`config.mk`:
```
export PLATFORM = sky130hd
export DESIGN_NAME = remote_io_cfg
export DESIGN_NICKNAME = d
export VERILOG_FILES = /design/src/remote_io_pkg.sv /design/src/sync3.sv /design/src/remote_io_cfg.sv
export SDC_FILE = /design/constraint.sdc
export NUM_CORES = 1
export LEC_CHECK = 0
export BUFFER_PORTS_ARGS = -buffer_cell sky130_fd_sc_hd__buf_4
export CAP_MARGIN = 5
export CELL_PAD_IN_SITES_DETAIL_PLACEMENT = 1
export CELL_PAD_IN_SITES_GLOBAL_PLACEMENT = 2
export CORE_MARGIN = 5
export CORE_UTILIZATION = 37
export DETAILED_ROUTE_END_ITERATION = 10
export PLACE_DENSITY = 0.82
export SLEW_MARGIN = 20
export SYNTH_ARGS = -nofsm -noshare
export SYNTH_HDL_FRONTEND = slang
export SYNTH_HIERARCHICAL = 1
export SYNTH_SLANG_ARGS = --single-unit
```
`constraint.sdc`:
```
create_clock -name clock -period 7.71 [get_ports clock]
set_input_delay 1.1565 -clock clock [delete_from_list [all_inputs] [get_ports clock]]
set_output_delay 1.1565 -clock clock [all_outputs]
set_load 0.005 [all_outputs]
```
`src/remote_io_pkg.sv`:
```
/*
  Constants and types for the remote I/O mode and bit-order block.
  Assumes a 100 MHz system clock.
*/
package remote_io_pkg;
  localparam int          CLOCK_HZ        = 100_000_000;
  localparam int          SETUP_BAUD      = 115_200;
  localparam int          OPERATE_BAUD    = 2_500_000;
  localparam int          SETUP_DIV       = CLOCK_HZ / SETUP_BAUD;
  localparam int          OPERATE_DIV     = CLOCK_HZ / OPERATE_BAUD;
  localparam int          DIV_W           = 16;
  localparam int          IO_BITS         = 48;
  localparam int          GROUP_BITS      = 24;
  localparam int          STRAP_DELAY     = 4;
  localparam logic [47:0] OUT_RESET       = 48'h0;
  localparam logic [2:0]  CNT_RESET       = 3'h0;

  typedef enum logic [1:0] {
    ST_WAIT  = 2'b00,
    ST_LATCH = 2'b01,
    ST_RUN   = 2'b10
  } cfg_state_t;
endpackage : remote_io_pkg

```
`src/sync3.sv`:
```
/*
  Three-stage synchroniser with agreement filter on the last two stages.
  Assumes asynchronous input and a single clock.
*/
`timescale 1ns/1ps
module sync3 #(
  parameter int W = 1
) (
  input  wire logic         clock,   // System clock
  input  wire logic         sys_rst, // Async reset, high
  input  wire logic [W-1:0] d,       // Async input
  output logic      [W-1:0] q        // Filtered output
);
  logic [W-1:0] s1_q;
  logic [W-1:0] s2_q;
  logic [W-1:0] s3_q;

  always_ff @(posedge clock or posedge sys_rst)
  begin
    if (sys_rst)
    begin
      s1_q <= '0;
      s2_q <= '0;
      s3_q <= '0;
    end
    else
    begin
      s1_q <= d;
      s2_q <= s1_q;
      s3_q <= s2_q;
    end
  end

  // Change counts once stages two and three agree
  always_ff @(posedge clock or posedge sys_rst)
  begin
    if (sys_rst)
      q <= '0;
    else if (s2_q == s3_q)
      q <= s3_q;
  end
endmodule : sync3

```
`src/remote_io_cfg.sv`:
```
/*
  Mode and bit-order configuration with the 48-bit open-drain I/O path.
  Assumes straps are static pins and the serial core uses baud_div.
*/
`timescale 1ns/1ps
module remote_io_cfg
  import remote_io_pkg::*;
#(
  parameter int NBITS = IO_BITS
) (
  input  wire logic             clock,             // System clock
  input  wire logic             sys_rst,           // Async reset, high
  input  wire logic             mode_select_strap, // 1 = up = operate
  input  wire logic             pin_order_strap,   // 1 = up = descending
  input  wire logic             rate_wr,           // Rate write strobe
  input  wire logic [DIV_W-1:0] rate_div,          // New operate divisor
  input  wire logic [NBITS-1:0] host_out,          // Host output bits
  input  wire logic [NBITS-1:0] pin_in,            // Pin levels
  output logic      [NBITS-1:0] host_in,           // Host input bits
  output logic      [NBITS-1:0] pin_oe,            // Drive low enable
  output logic      [NBITS-1:0] pin_out,           // Pin drive value
  output logic                  operate_mode,      // Operate mode active
  output logic                  descending,        // Descending order
  output logic      [DIV_W-1:0] baud_div,          // Clocks per bit
  output logic                  cfg_ready          // Straps latched
);
  localparam logic [DIV_W-1:0] SETUP_DIV_W   = DIV_W'(SETUP_DIV);
  localparam logic [DIV_W-1:0] OPERATE_DIV_W = DIV_W'(OPERATE_DIV);
  localparam logic [2:0]       DELAY_W       = 3'(STRAP_DELAY);

  cfg_state_t       state_q;
  logic [2:0]       cnt_q;
  logic [1:0]       strap_s;
  logic [NBITS-1:0] pin_s;
  logic [DIV_W-1:0] op_div_q;

  // Reverse within each group when descending
  function automatic logic [NBITS-1:0] reorder(input logic [NBITS-1:0] v,
                                                input logic rev);
    logic [NBITS-1:0] r;
    r = v;
    if (rev)
      for (int i = 0; i < NBITS; i++)
        r[i] = v[(i / GROUP_BITS) * GROUP_BITS + GROUP_BITS - 1 - (i % GROUP_BITS)];
    return r;
  endfunction : reorder

  sync3 #(.W(2)) u_strap_sync (
    .clock   (clock),
    .sys_rst (sys_rst),
    .d       ({mode_select_strap, pin_order_strap}),
    .q       (strap_s)
  );

  sync3 #(.W(NBITS)) u_pin_sync (
    .clock   (clock),
    .sys_rst (sys_rst),
    .d       (pin_in),
    .q       (pin_s)
  );

  // Wait for synchroniser to settle, latch once, then hold
  always_ff @(posedge clock or posedge sys_rst)
  begin
    if (sys_rst)
    begin
      state_q <= ST_WAIT;
      cnt_q   <= CNT_RESET;
    end
    else
    begin
      case (state_q)
        ST_WAIT:
        begin
          cnt_q <= cnt_q + 3'h1;
          if (cnt_q == DELAY_W)
            state_q <= ST_LATCH;
        end
        ST_LATCH: state_q <= ST_RUN;
        ST_RUN:   state_q <= ST_RUN;
        default:  state_q <= ST_WAIT;
      endcase
    end
  end

  always_ff @(posedge clock or posedge sys_rst)
  begin
    if (sys_rst)
    begin
      operate_mode <= 1'b0;
      descending   <= 1'b0;
      cfg_ready    <= 1'b0;
    end
    else if (state_q == ST_LATCH)
    begin
      operate_mode <= strap_s[1];
      descending   <= strap_s[0];
      cfg_ready    <= 1'b1;
    end
  end

  // Operate divisor: default 2.5 Mbaud, writable only in operate mode
  always_ff @(posedge clock or posedge sys_rst)
  begin
    if (sys_rst)
      op_div_q <= OPERATE_DIV_W;
    else if (rate_wr && operate_mode && cfg_ready && rate_div != '0)
      op_div_q <= rate_div;
  end

  always_ff @(posedge clock or posedge sys_rst)
  begin
    if (sys_rst)
      baud_div <= SETUP_DIV_W;
    else
      baud_div <= operate_mode ? op_div_q : SETUP_DIV_W;
  end

  // Pin path: inverted, reordered, open drain
  always_ff @(posedge clock or posedge sys_rst)
  begin
    if (sys_rst)
    begin
      pin_oe  <= OUT_RESET;
      pin_out <= OUT_RESET;
      host_in <= OUT_RESET;
    end
    else
    begin
      pin_oe  <= reorder(host_out, descending);
      pin_out <= OUT_RESET;
      host_in <= reorder(~pin_s, descending);
    end
  end
endmodule : remote_io_cfg

```
# --- Yosys cells after proc, flatten, opt, wreduce, memory -nomap -nowiden ---
# Cells that the tools add are included.
totals:
  output_inout_bits: 163
  word_cells: 36
  in_bits: 117
  register_bits: 336
op_classes:
  mux: 5
  n_bitwise: 1
  n_eq_ne: 6
  n_addsub: 1
  reduce_logical: 6
op_table:
  columns: ["cell", "count"]
  rows:
  - ["48-bit two-way mux", 2]
  - ["48-bit equality test", 1]
  - ["48-bit inverter", 1]
  - ["16-bit two-way mux", 1]
  - ["16-bit nonzero test", 1]
  - ["2-bit case mux with 2 select lines", 1]
  - ["3-bit by 1-bit adder with 3-bit output (second input constant)", 1]
  - ["3-bit equality test (second input constant)", 1]
  - ["1-bit logical AND", 3]
  - ["2-bit by 1-bit equality test with 1-bit output (second input constant)", 1]
  - ["2-bit equality test", 1]
  - ["2-bit equality test (second input constant)", 1]
  - ["2-bit zero test", 1]
  - ["2-bit two-way mux", 1]
  - ["2-bit inequality test (second input constant)", 1]
  - ["2-bit OR reduction", 1]

# --- Depth between registers and ports, before layout ---
# Gate-level depths: netlist of the first run.
depth:
  word_depth: 3
  mapped_depth: 7
  mapped_depth_nobuf: 5

# --- By module ---
# Netlist of the first run, hierarchy kept.
by_module_without_submodules:
  columns: ["module", "instances", "cells_each", "area_per_inst_um2", "seq_area_each_um2"]
  rows:
  - ["sync3 (u_pin_sync)", 1, 310, 5982.0, 4804.6]
  - ["remote_io_cfg", 1, 353, 5415.2, 3412.0]
  - ["sync3 (u_strap_sync)", 1, 17, 254.0, 200.2]

# --- Least setup slack after synthesis of the first run ---
# OpenSTA, ideal clock, no wires.
synth_timing:
  path_kind: "input port to flip-flop"
  startpoint: "input port rate_div[10]"
  endpoint: "register op_div_q[0]"
  cell_stages: 5
  required_ps: 7585
  setup_time_ps: 125
  slack_ps: 5392
  path_buffers: 1
  t_arrival_ps: 2193
  path_cell_list: "nor4_1 nand4_1 nand4_4 buf_12 mux2_4"
synth_between:
  elab_chain_len: 2
synth_lines:
  columns: ["element", "line_no", "text"]
  rows:
  - ["from (decl)", "remote_io_cfg.sv:16", "input wire logic [DIV_W-1:0] rate_div,"]
  - ["16-bit nonzero test", "remote_io_cfg.sv:107", "else if (rate_wr && operate_mode && cfg_ready && rate_div != '0)"]
  - ["1-bit logical AND", "remote_io_cfg.sv:107", null]
  - ["to (signal assigned)", "remote_io_cfg.sv:108", "op_div_q <= rate_div;"]
  - ["to (decl)", "remote_io_cfg.sv:35", "logic [DIV_W-1:0] op_div_q;"]
# No other way between the ends.
# A chain may end at the register's enable or synchronous reset.

# --- Worst setup path after layout of the first run ---
layout_timing:
  startpoint: "register u_pin_sync.s3_q[27]"
  endpoint: "register u_pin_sync.q[12]"
layout_between:
  elab_chain_len: 1
layout_lines:
  columns: ["element", "line_no", "text"]
  rows:
  - ["from (decl)", "sync3.sv:16", "logic [W-1:0] s3_q;"]
  - ["from (signal assigned)", "sync3.sv:30", "s3_q <= s2_q;"]
  - ["48-bit equality test", "sync3.sv:39", "else if (s2_q == s3_q)"]
  - ["to (signal assigned)", "sync3.sv:40", "q <= s3_q;"]
  - ["to (decl)", "sync3.sv:12", "output logic [W-1:0] q"]
# No other way between the ends.

==> results of run 1 <==
-- worst min-delay path by stage --
stage | from | endpoint | slack (ns) | depth (start not counted)
finish | u_pin_sync/s1_q[15]$_DFF_PP0_ | u_pin_sync/s2_q[15]$_DFF_PP0_ | 0.34 | 0
global route | u_pin_sync/s1_q[6]$_DFF_PP0_ | u_pin_sync/s2_q[6]$_DFF_PP0_ | 0.35 | 0
CTS | u_pin_sync/s1_q[6]$_DFF_PP0_ | u_pin_sync/s2_q[6]$_DFF_PP0_ | 0.35 | 0
detailed placement | u_pin_sync/s1_q[31]$_DFF_PP0_ | u_pin_sync/s2_q[31]$_DFF_PP0_ | 0.34 | 0
global placement | u_pin_sync/s1_q[32]$_DFF_PP0_ | u_pin_sync/s2_q[32]$_DFF_PP0_ | 0.33 | 0
floorplan | u_pin_sync/s1_q[0]$_DFF_PP0_ | u_pin_sync/s2_q[0]$_DFF_PP0_ | 0.33 | 0
-- worst register-to-register path, cell delays in order (launching register included) --
cell and delay (ns):
dfrtp_1 0.39, xnor2_1 0.24, nand4_1 0.23, nor4_1 0.59, nand3_4 0.76, mux2_4 0.56
-- registers in the layout, summed over array words and instances, names as in the netlist --
| register | count |
|---|---|
| u_strap_sync/q | 2 |
| u_pin_sync/q | 48 |
| host_in | 48 |
| op_div_q | 16 |
| operate_mode | 1 |
| descending | 1 |
| baud_div | 16 |
| u_strap_sync/s1_q | 2 |
| cnt_q | 3 |
| pin_oe | 48 |
| u_strap_sync/s3_q | 2 |
| u_pin_sync/s2_q | 48 |
| cfg_ready | 1 |
| u_pin_sync/s3_q | 48 |
| u_pin_sync/s1_q | 48 |
| u_strap_sync/s2_q | 2 |
| state_q | 2 |
-- cells in the mapped netlist (2+ instances only) --
cell      instances  area [um2]
nand2_1           4        15.0
nand4_1          13        81.3
buf_4            49         368
o31ai_1           2        15.0
xor2_1            3        26.3
clkbuf_1          3        11.3
ha_1              5        62.6
mux2_4           30         450
o21ai_1           2        10.0
and2_1           11        68.8
mux2_2           86         968
dfrtp_1         329        8230
inv_1             7        26.3
xnor2_1          49         429
buf_6             2        22.5
dfstp_2           7         184
mux2i_1          48         480
buf_2            11        55.1
nand2b_1          5        31.3
nor4_1            7        43.8
-- stage by stage --
step | util | setup slack [ns] | instance area, um2 | hold WS [ns]
2_1_floorplan | - | 1.33 | 11800 | 0.331
3_3_place_gp | 0.436 | 4.68 | 13600 | 0.333
3_5_place_dp | 0.436 | 4.64 | 13600 | 0.336
4_1_cts | 0.475 | 4.62 | 14900 | 0.349
5_1_grt | 0.475 | 4.57 | 14900 | 0.352
6_report | 0.475 | 4.80 | 14900 | 0.344
-- cells by family after synthesis --
family,count (synthesis)
other,1
adders and majority gates,5
DFF,336
muxes,164
xor gates and xnor gates,52
and+or+nand+nor,43
buffers and inverters,73
AOI/OAI and AO/OA,6
-- final cells by class --
cell class / instances / share of cell area
diodes: 1 / 0.000168
clock buffers: 55 / 0.0728
clock inverters: 11 / 0.00984
inverters: 7 / 0.00261
multi-input cells: 318 / 0.196
flip-flops and latches: 336 / 0.566
well taps: 402 / 0.0338
repair buffers: 234 / 0.118
-- report_power, final --
group          internal [W]  switching (W)
Clock               0.00105       0.000692
Sequential          0.00188      0.0000693
Combinational      0.000184       0.000130
-- routing by layer --
layer / part of all wire / wire, um / global-route usage
met4: 0.019 / 498 / 0.0344
met3: 0.083 / 2190 / 0.0480
met1: 0.43 / 11400 / 0.194
met2: 0.47 / 12200 / 0.239
met5: 0 / 0 / 0
==> results.json, run 1 <==
{
  "ff2ff_path_depth": 5,
  "grt_pass1_vias": 7118,
  "crit_type": "reg -> reg",
  "synth-edff-count": 0,
  "path_cells": "xnor2_1 > nand4_1 > nor4_1 > nand3_4 > mux2_4",
  "maxCapViolCount": 0,
  "synthAdderAreaFrac": 0.00537,
  "syn_to_final_growth_pct": 27.7,
  "drt_iter0_drc": 214,
  "r2r-end": "u_pin_sync/q[12]$_DFFE_PP0N_",
  "fin_skew_ns": 0.0307,
  "ios": 280,
  "vias": 6101,
  "multi_input_area_um2": 2920,
  "track_usage": 0.147,
  "crit_slowest_cell": "nand3_4",
  "fmax_ghz": 0.344,
  "critical_path.max_stage_delay_ns": 0.76,
  "coreArea_um2": 31300,
  "cts_resized": 0,
  "cts_setup_buffers": 0,
  "ys_ff_latch": 336,
  "cp.depth": 5,
  "routed_wl_um": 26300,
  "cts_buffers": 36,
  "die_area_um2": 35100,
  "antenna_found_initial": 1,
  "setup_viol": 0,
  "cp_num_buf_inv": 0,
  "syn_inst": 680,
  "wl_per_cell_um": 19.3,
  "crit_end": "u_pin_sync/q[12]$_DFFE_PP0N_",
  "synth_mux_area_frac": 0.163,
  "hold_viol": 0,
  "dp_hpwl_um": 18400,
  "fin_tns_setup_ns": 0,
  "synth_compound_area_frac": 0.00322,
  "synth_area_um2": 11700,
  "maxSlewViolCount": 0,
  "irDropWorstVdd_mv": 0.161,
  "fin_crit_sh": 0.378,
  "holdBufCountCts": 0,
  "die_h_um": 187,
  "ys_seq_area_frac": 0.722,
  "gp_congestion": 0.755,
  "cp_max_fo": 48,
  "drc": 0,
  "htree_levels": 2,
  "antenna_left": 0,
  "min_path_type": "reg -> reg",
  "overflow": 0,
  "drive_above_1_share": 0.437,
  "clock_path_buffers": 3,
  "synth_flop_cell": "dfrtp_1",
  "fin_nets": 1055,
  "fillers": 3047,
  "status": "finished, final reports clean",
  "clk_pin_slew_ns": 0.06,
  "cts.sinks": 336,
  "rsz0062_at_grt": "no",
  "io_buffers": 231,
  "worst_pin_slew_ns": 0.871,
  "fp-row-count": 65,
  "rr_startpoint": "u_pin_sync/s3_q[27]$_DFF_PP0_",
  "stdcell_count": 1364,
  "seqCellArea_um2": 8420,
  "p_per_area_nw_per_um2": 269,
  "die_x_um": 187,
  "required_ns": 8.09,
  "grt_pass1_wl_um": 41400,
  "clock-root-buffer": "clkbuf_16",
  "grt_max_degree": 105,
  "firstDrtPassIters": 4,
  "fin_crit_ns": 2.91,
  "place_inst": 1297,
  "relSlewSlack": 0.419,
  "initial_core_util": 0.372,
  "power_w": 0.00400,
  "synthSimpleGateAreaFrac": 0.0234,
  "crit_start": "u_pin_sync/s3_q[27]$_DFF_PP0_",
  "yosys.area_share.xor_xnor": 0.0391,
  "syn_avg_cell_area_um2": 17.1,
  "yosysWarnings": 6,
  "synth_top_family_by_area": "multiplexers",
  "arrival_ns": 3.29,
  "r2r_slack_ns": 4.80,
  "worst_setup_path_start_kind": "flip-flop",
  "end_kind": "flip-flop",
  "async_flop_share": 1.00,
  "p_leak_nw": 6.83,
  "via_per_inst": 4.47,
  "cts_tree": "done",
  "clkLatencyLatePin_ns": 0.52,
  "final_cell_mix": "dfrtp_1, buf_4, mux2_2",
  "final_common_cell": "dfrtp_1",
  "ys_types": 27,
  "crit_family": "simple AND/OR/NAND/NOR gates"
}
No activity file was read; power rests on OpenSTA's default activity.
==> run 2: changes to the inputs <==
--- a/config.mk
+++ b/config.mk
@@ -10,9 +10,9 @@
 export CELL_PAD_IN_SITES_DETAIL_PLACEMENT = 1
 export CELL_PAD_IN_SITES_GLOBAL_PLACEMENT = 2
 export CORE_MARGIN = 5
-export CORE_UTILIZATION = 37
+export CORE_UTILIZATION = 34
 export DETAILED_ROUTE_END_ITERATION = 10
-export PLACE_DENSITY = 0.82
+export PLACE_DENSITY = 0.8
 export SLEW_MARGIN = 20
 export SYNTH_ARGS = -nofsm -noshare
 export SYNTH_HDL_FRONTEND = slang
==> constraint.sdc (replaced) <==
create_clock -name clock -period 2.4 [get_ports clock]
set_input_delay 0.36 -clock clock [delete_from_list [all_inputs] [get_ports clock]]
set_output_delay 0.36 -clock clock [all_outputs]
set_load 0.005 [all_outputs]
==> results.json, run 2 (synthesized netlist as in run 1, its figures left out) <==
{
  "wl_per_cell_um": 18.5,
  "cts_buffers": 38,
  "grt_pass1_wl_um": 42700,
  "rsz0062_at_grt": "no",
  "maxSlewViolCount": 0,
  "hold_viol": 0,
  "rr_startpoint": "u_pin_sync/s3_q[18]$_DFF_PP0_",
  "required_ns": 2.79,
  "final_common_cell": "dfrtp_1",
  "vias": 6287,
  "track_usage": 0.141,
  "clock_path_buffers": 3,
  "drc": 0,
  "via_per_inst": 4.29,
  "cts_tree": "done",
  "firstDrtPassIters": 4,
  "die_area_um2": 38100,
  "setup_viol": 0,
  "end_kind": "flip-flop",
  "fmax_ghz": 0.455,
  "relSlewSlack": 0.555,
  "p_per_area_nw_per_um2": 843,
  "worst_pin_slew_ns": 0.667,
  "crit_type": "reg -> reg",
  "drive_above_1_share": 0.427,
  "status": "finished, final reports clean",
  "ios": 280,
  "antenna_found_initial": 0,
  "overflow": 0,
  "power_w": 0.0131,
  "irDropWorstVdd_mv": 0.683,
  "fin_crit_ns": 2.20,
  "diodes": 0,
  "cts.sinks": 336,
  "io_buffers": 231,
  "clkLatencyLatePin_ns": 0.52,
  "grt_max_degree": 107,
  "coreArea_um2": 33700,
  "fin_skew_ns": 0.0183,
  "grt_pass1_vias": 7277,
  "worstHoldStart": "host_out[0]",
  "fp-row-count": 67,
  "gp_congestion": 0.806,
  "clk_pin_slew_ns": 0.06,
  "fin_crit_sh": 0.915,
  "drt_iter0_drc": 124,
  "die_x_um": 195,
  "syn_to_final_growth_pct": 33.8,
  "dp_hpwl_um": 18900,
  "worst_setup_path_start_kind": "flip-flop",
  "arrival_ns": 2.59,
  "fin_nets": 1115,
  "final_cell_mix": "dfrtp_1, buf_4, mux2_2",
  "initial_core_util": 0.346,
  "min_path_type": "in -> reg",
  "die_h_um": 195,
  "antenna_left": 0,
  "crit_start": "u_pin_sync/s3_q[18]$_DFF_PP0_",
  "routed_wl_um": 27100,
  "maxCapViolCount": 0,
  "cp_max_fo": 31,
  "htree_levels": 2,
  "holdWs_ns": 0.0835,
  "fin_util": 0.463,
  "p_leak_nw": 7.13,
  "clock-root-buffer": "clkbuf_16"
}
## run 2: cell type report
cell class | count | area (um2)
Timing Repair Buffer | 292 | 2370
Tap cell | 448 | 561
Sequential cell | 336 | 8420
Clock buffer | 49 | 1090
Clock inverter | 16 | 188
Multi-Input combinational cell | 318 | 2930
Inverter | 7 | 33.8
Fill cell | 3355 | 18100
## run 2: power breakdown
part,internal (W),switching (W)
registers,0.00603,0.000203
clock network,0.00354,0.00226
logic,0.000658,0.000447
total,0.0102,0.00291
## run 2: layer usage
layer,wire length (um),vias to the layer above,track usage
met1,11700,3173,0.185
met5,0,-,0
met2,12900,256,0.235
met3,2050,41,0.0383
met4,519,0,0.0339
li1,-,2817,-
## run 2: worst max-delay path, cell delays in order, from the launching register on
cell and delay [ns]:
dfrtp_1 0.39, xnor2_1 0.34, nand4_1 0.19, nor4_2 0.38
nand3_4 0.10, buf_4 0.32, mux2_4 0.35
## run 2: what timing repair did
item,4_1_cts,5_1_grt
hold buffers,51,0
setup buffers,0,0
hold endpoints to repair,74,0
resized for setup,0,1
setup endpoints to repair,0,3
## run 2: per-stage QoR
| step | setup TNS, ns | instance area [um2] | cells | setup WS [ns] |
|---|---|---|---|---|
| 3_3_place_gp | 0 | 13800 | 1350 | 0.120 |
| 3_5_place_dp | 0 | 13800 | 1350 | 0.120 |
| 6_report | 0 | 15600 | 1466 | 0.204 |
| 5_1_grt | 0 | 15600 | 1466 | 0.0863 |
| 4_1_cts | 0 | 15600 | 1466 | 0.0924 |
| 2_1_floorplan | -83.80 | 11800 | 727 | -0.436 |
## run 2: path summary, 6_finish.rpt
path                       slack, ns  depth (start not counted)                              to
hold reg to reg                 0.34                          0   u_pin_sync/s2_q[14]$_DFF_PP0_
min in group asynchronous       0.40                          3  u_strap_sync/s2_q[1]$_DFF_PP0_
setup reg to reg                0.20                          6    u_pin_sync/q[12]$_DFFE_PP0N_
max in group asynchronous       1.18                          4            pin_oe[13]$_DFF_PP0_
setup / recovery                0.20                          6    u_pin_sync/q[12]$_DFFE_PP0N_
hold / removal                  0.08                          2             pin_oe[0]$_DFF_PP0_
==> run 3: changes to the inputs <==
--- a/config.mk
+++ b/config.mk
@@ -5,14 +5,15 @@
 export SDC_FILE = /design/constraint.sdc
 export NUM_CORES = 1
 export LEC_CHECK = 0
-export BUFFER_PORTS_ARGS = -buffer_cell sky130_fd_sc_hd__buf_4
 export CAP_MARGIN = 5
 export CELL_PAD_IN_SITES_DETAIL_PLACEMENT = 1
 export CELL_PAD_IN_SITES_GLOBAL_PLACEMENT = 2
 export CORE_MARGIN = 5
-export CORE_UTILIZATION = 34
+export CORE_UTILIZATION = 42
+export CTS_BUF_LIST = sky130_fd_sc_hd__clkbuf_8
 export DETAILED_ROUTE_END_ITERATION = 10
-export PLACE_DENSITY = 0.8
+export DONT_BUFFER_PORTS = 1
+export PLACE_DENSITY = 0.82
 export SLEW_MARGIN = 20
 export SYNTH_ARGS = -nofsm -noshare
 export SYNTH_HDL_FRONTEND = slang
==> results.json, run 3 (synthesized netlist as in run 1, its figures left out) <==
{
  "fin_skew_ns": 0.0149,
  "vias": 5907,
  "firstDrtPassIters": 4,
  "crit_type": "reg -> reg",
  "syn_to_final_growth_pct": 24.7,
  "power_w": 0.0124,
  "relSlewSlack": 0.508,
  "drt_iter0_drc": 322,
  "htree_levels": 2,
  "die_h_um": 177,
  "seqCellArea_um2": 8420,
  "ff2ff_path_depth": 7,
  "maxCapViolCount": 0,
  "clk_pin_slew_ns": 0.06,
  "io_buffers": 0,
  "setup_viol": 0,
  "via_per_inst": 4.59,
  "r2r_slack_ns": 0.19,
  "p_leak_nw": 6.44,
  "grt_pass1_wl_um": 43300,
  "cts_buffers": 53,
  "irDropWorstVdd_mv": 0.488,
  "p_per_area_nw_per_um2": 852,
  "clock_path_buffers": 3,
  "grt_max_degree": 136,
  "worst_setup_path_start_kind": "flip-flop",
  "worstHoldPathCells": 2,
  "multi_input_area_um2": 2930,
  "fillers": 2584,
  "die_area_um2": 31200,
  "die_x_um": 177,
  "worst_pin_slew_ns": 0.738,
  "rr_startpoint": "u_pin_sync/s3_q[31]$_DFF_PP0_",
  "gp_congestion": 0.759,
  "coreArea_um2": 27600,
  "fin_crit_sh": 0.921,
  "overflow": 0,
  "routed_wl_um": 28000,
  "wl_per_cell_um": 21.8,
  "final_cell_mix": "dfrtp_1, dlygate4sd3_1, mux2_2",
  "diodes": 0,
  "min_path_type": "in -> reg",
  "fp-row-count": 61,
  "ios": 280,
  "required_ns": 2.85,
  "fin_nets": 988,
  "final_common_cell": "dfrtp_1",
  "cp_max_fo": 26,
  "hold_viol": 0,
  "fin_crit_ns": 2.21,
  "drc": 0,
  "min_to": "op_div_q[4]$_DFFE_PP0P_",
  "track_usage": 0.180,
  "drive_above_1_share": 0.241,
  "antenna_found_initial": 0,
  "arrival_ns": 2.66,
  "initial_core_util": 0.423,
  "grt_use_met2": 0.311,
  "grtUsageMet3": 0.0653,
  "rsz0062_at_grt": "no",
  "status": "finished, final reports clean",
  "cts_tree": "done",
  "maxSlewViolCount": 0,
  "grt_pass1_vias": 7090,
  "grt-busiest-layer": "met2",
  "clkLatencyLatePin_ns": 0.57,
  "cts.sinks": 336,
  "worstHoldStart": "rate_wr",
  "r2r-end": "u_pin_sync/q[12]$_DFFE_PP0N_",
  "antenna_left": 0,
  "end_kind": "flip-flop",
  "clock-root-buffer": "clkbuf_8",
  "fmax_ghz": 0.452,
  "fin_tns_setup_ns": 0,
  "gr-usage-met1": 0.215,
  "dp_hpwl_um": 16400
}
-- run 3: cell count changes in the layout (fill, tap and decap cells not counted), sizes merged --
| cell | delta |
|---|---|
| bufinv | +1 |
| dlygate4sd3 | +88 |
| inv | +20 |
| clkinv | -6 |
| buf | -230 |
| clkbuf | +17 |
-- run 3: critical path, cell delays in order (launching register included) --
cell     delay, ns
dfrtp_1       0.39
xnor2_1       0.26
nand4_1       0.15
nor4_1        0.39
buf_4         0.19
nand3_4       0.05
buf_4         0.29
mux2_4        0.35
-- run 3: stage by stage --
stage / util / setup slack (ns) / instances / area, um2 / hold slack, ns
3_5_place_dp: 0.434 / 0.0636 / 1050 / 12000 / 0.212
5_1_grt: 0.527 / 0.0747 / 1286 / 14500 / 0.270
2_1_floorplan: - / -0.436 / 727 / 11800 / 0.176
3_3_place_gp: 0.434 / 0.0570 / 1050 / 12000 / 0.196
6_report: 0.527 / 0.189 / 1286 / 14500 / 0.297
4_1_cts: 0.527 / 0.0331 / 1286 / 14500 / 0.257
-- run 3: layout make-up --
type	instances	area share
Sequential cell	336	0.580
Multi-Input combinational cell	318	0.201
Timing Repair Buffer	150	0.104
Clock buffer	66	0.0625
Tap cell	378	0.0326
Clock inverter	31	0.0172
Inverter	7	0.00233
-- run 3: per-layer routing --
layer,up-vias,part of all wire,wire [um]
li1,2577,-,-
met1,3023,0.39,10900
met3,37,0.097,2710
met5,-,0,0
met2,270,0.50,14000
met4,0,0.016,452
-- run 3: how the worst max path moves through the flow --
stage	end	startpoint	cells after the start	slack, ns
after CTS	u_pin_sync/q[6]$_DFFE_PP0N_	u_pin_sync/s3_q[11]$_DFF_PP0_	6	0.03
after global routing	u_pin_sync/q[9]$_DFFE_PP0N_	u_pin_sync/s3_q[31]$_DFF_PP0_	7	0.07
after detailed placement	u_pin_sync/q[12]$_DFFE_PP0N_	u_pin_sync/s3_q[11]$_DFF_PP0_	6	0.06
after floorplan	u_pin_sync/q[0]$_DFFE_PP0N_	sys_rst	1	-0.44
after global placement	u_pin_sync/q[11]$_DFFE_PP0N_	u_pin_sync/s3_q[11]$_DFF_PP0_	6	0.06
final	u_pin_sync/q[12]$_DFFE_PP0N_	u_pin_sync/s3_q[31]$_DFF_PP0_	7	0.19
-- run 3: timing repair --
item                                    in CTS  in global routing
endpoints found under the setup margin       0                 34
endpoints found under the hold margin      327                  0
hold buffers                               139                  0
gates resized for setup                      0                  1
buffers inserted                             0                  0
-- run 3: power breakdown --
part	internal, W	total (W)	switching, W
logic	0.000514	0.000929	0.000415
clock network	0.00293	0.00516	0.00223
registers	0.00603	0.00629	0.000255
total	0.00948	0.0124	0.00290
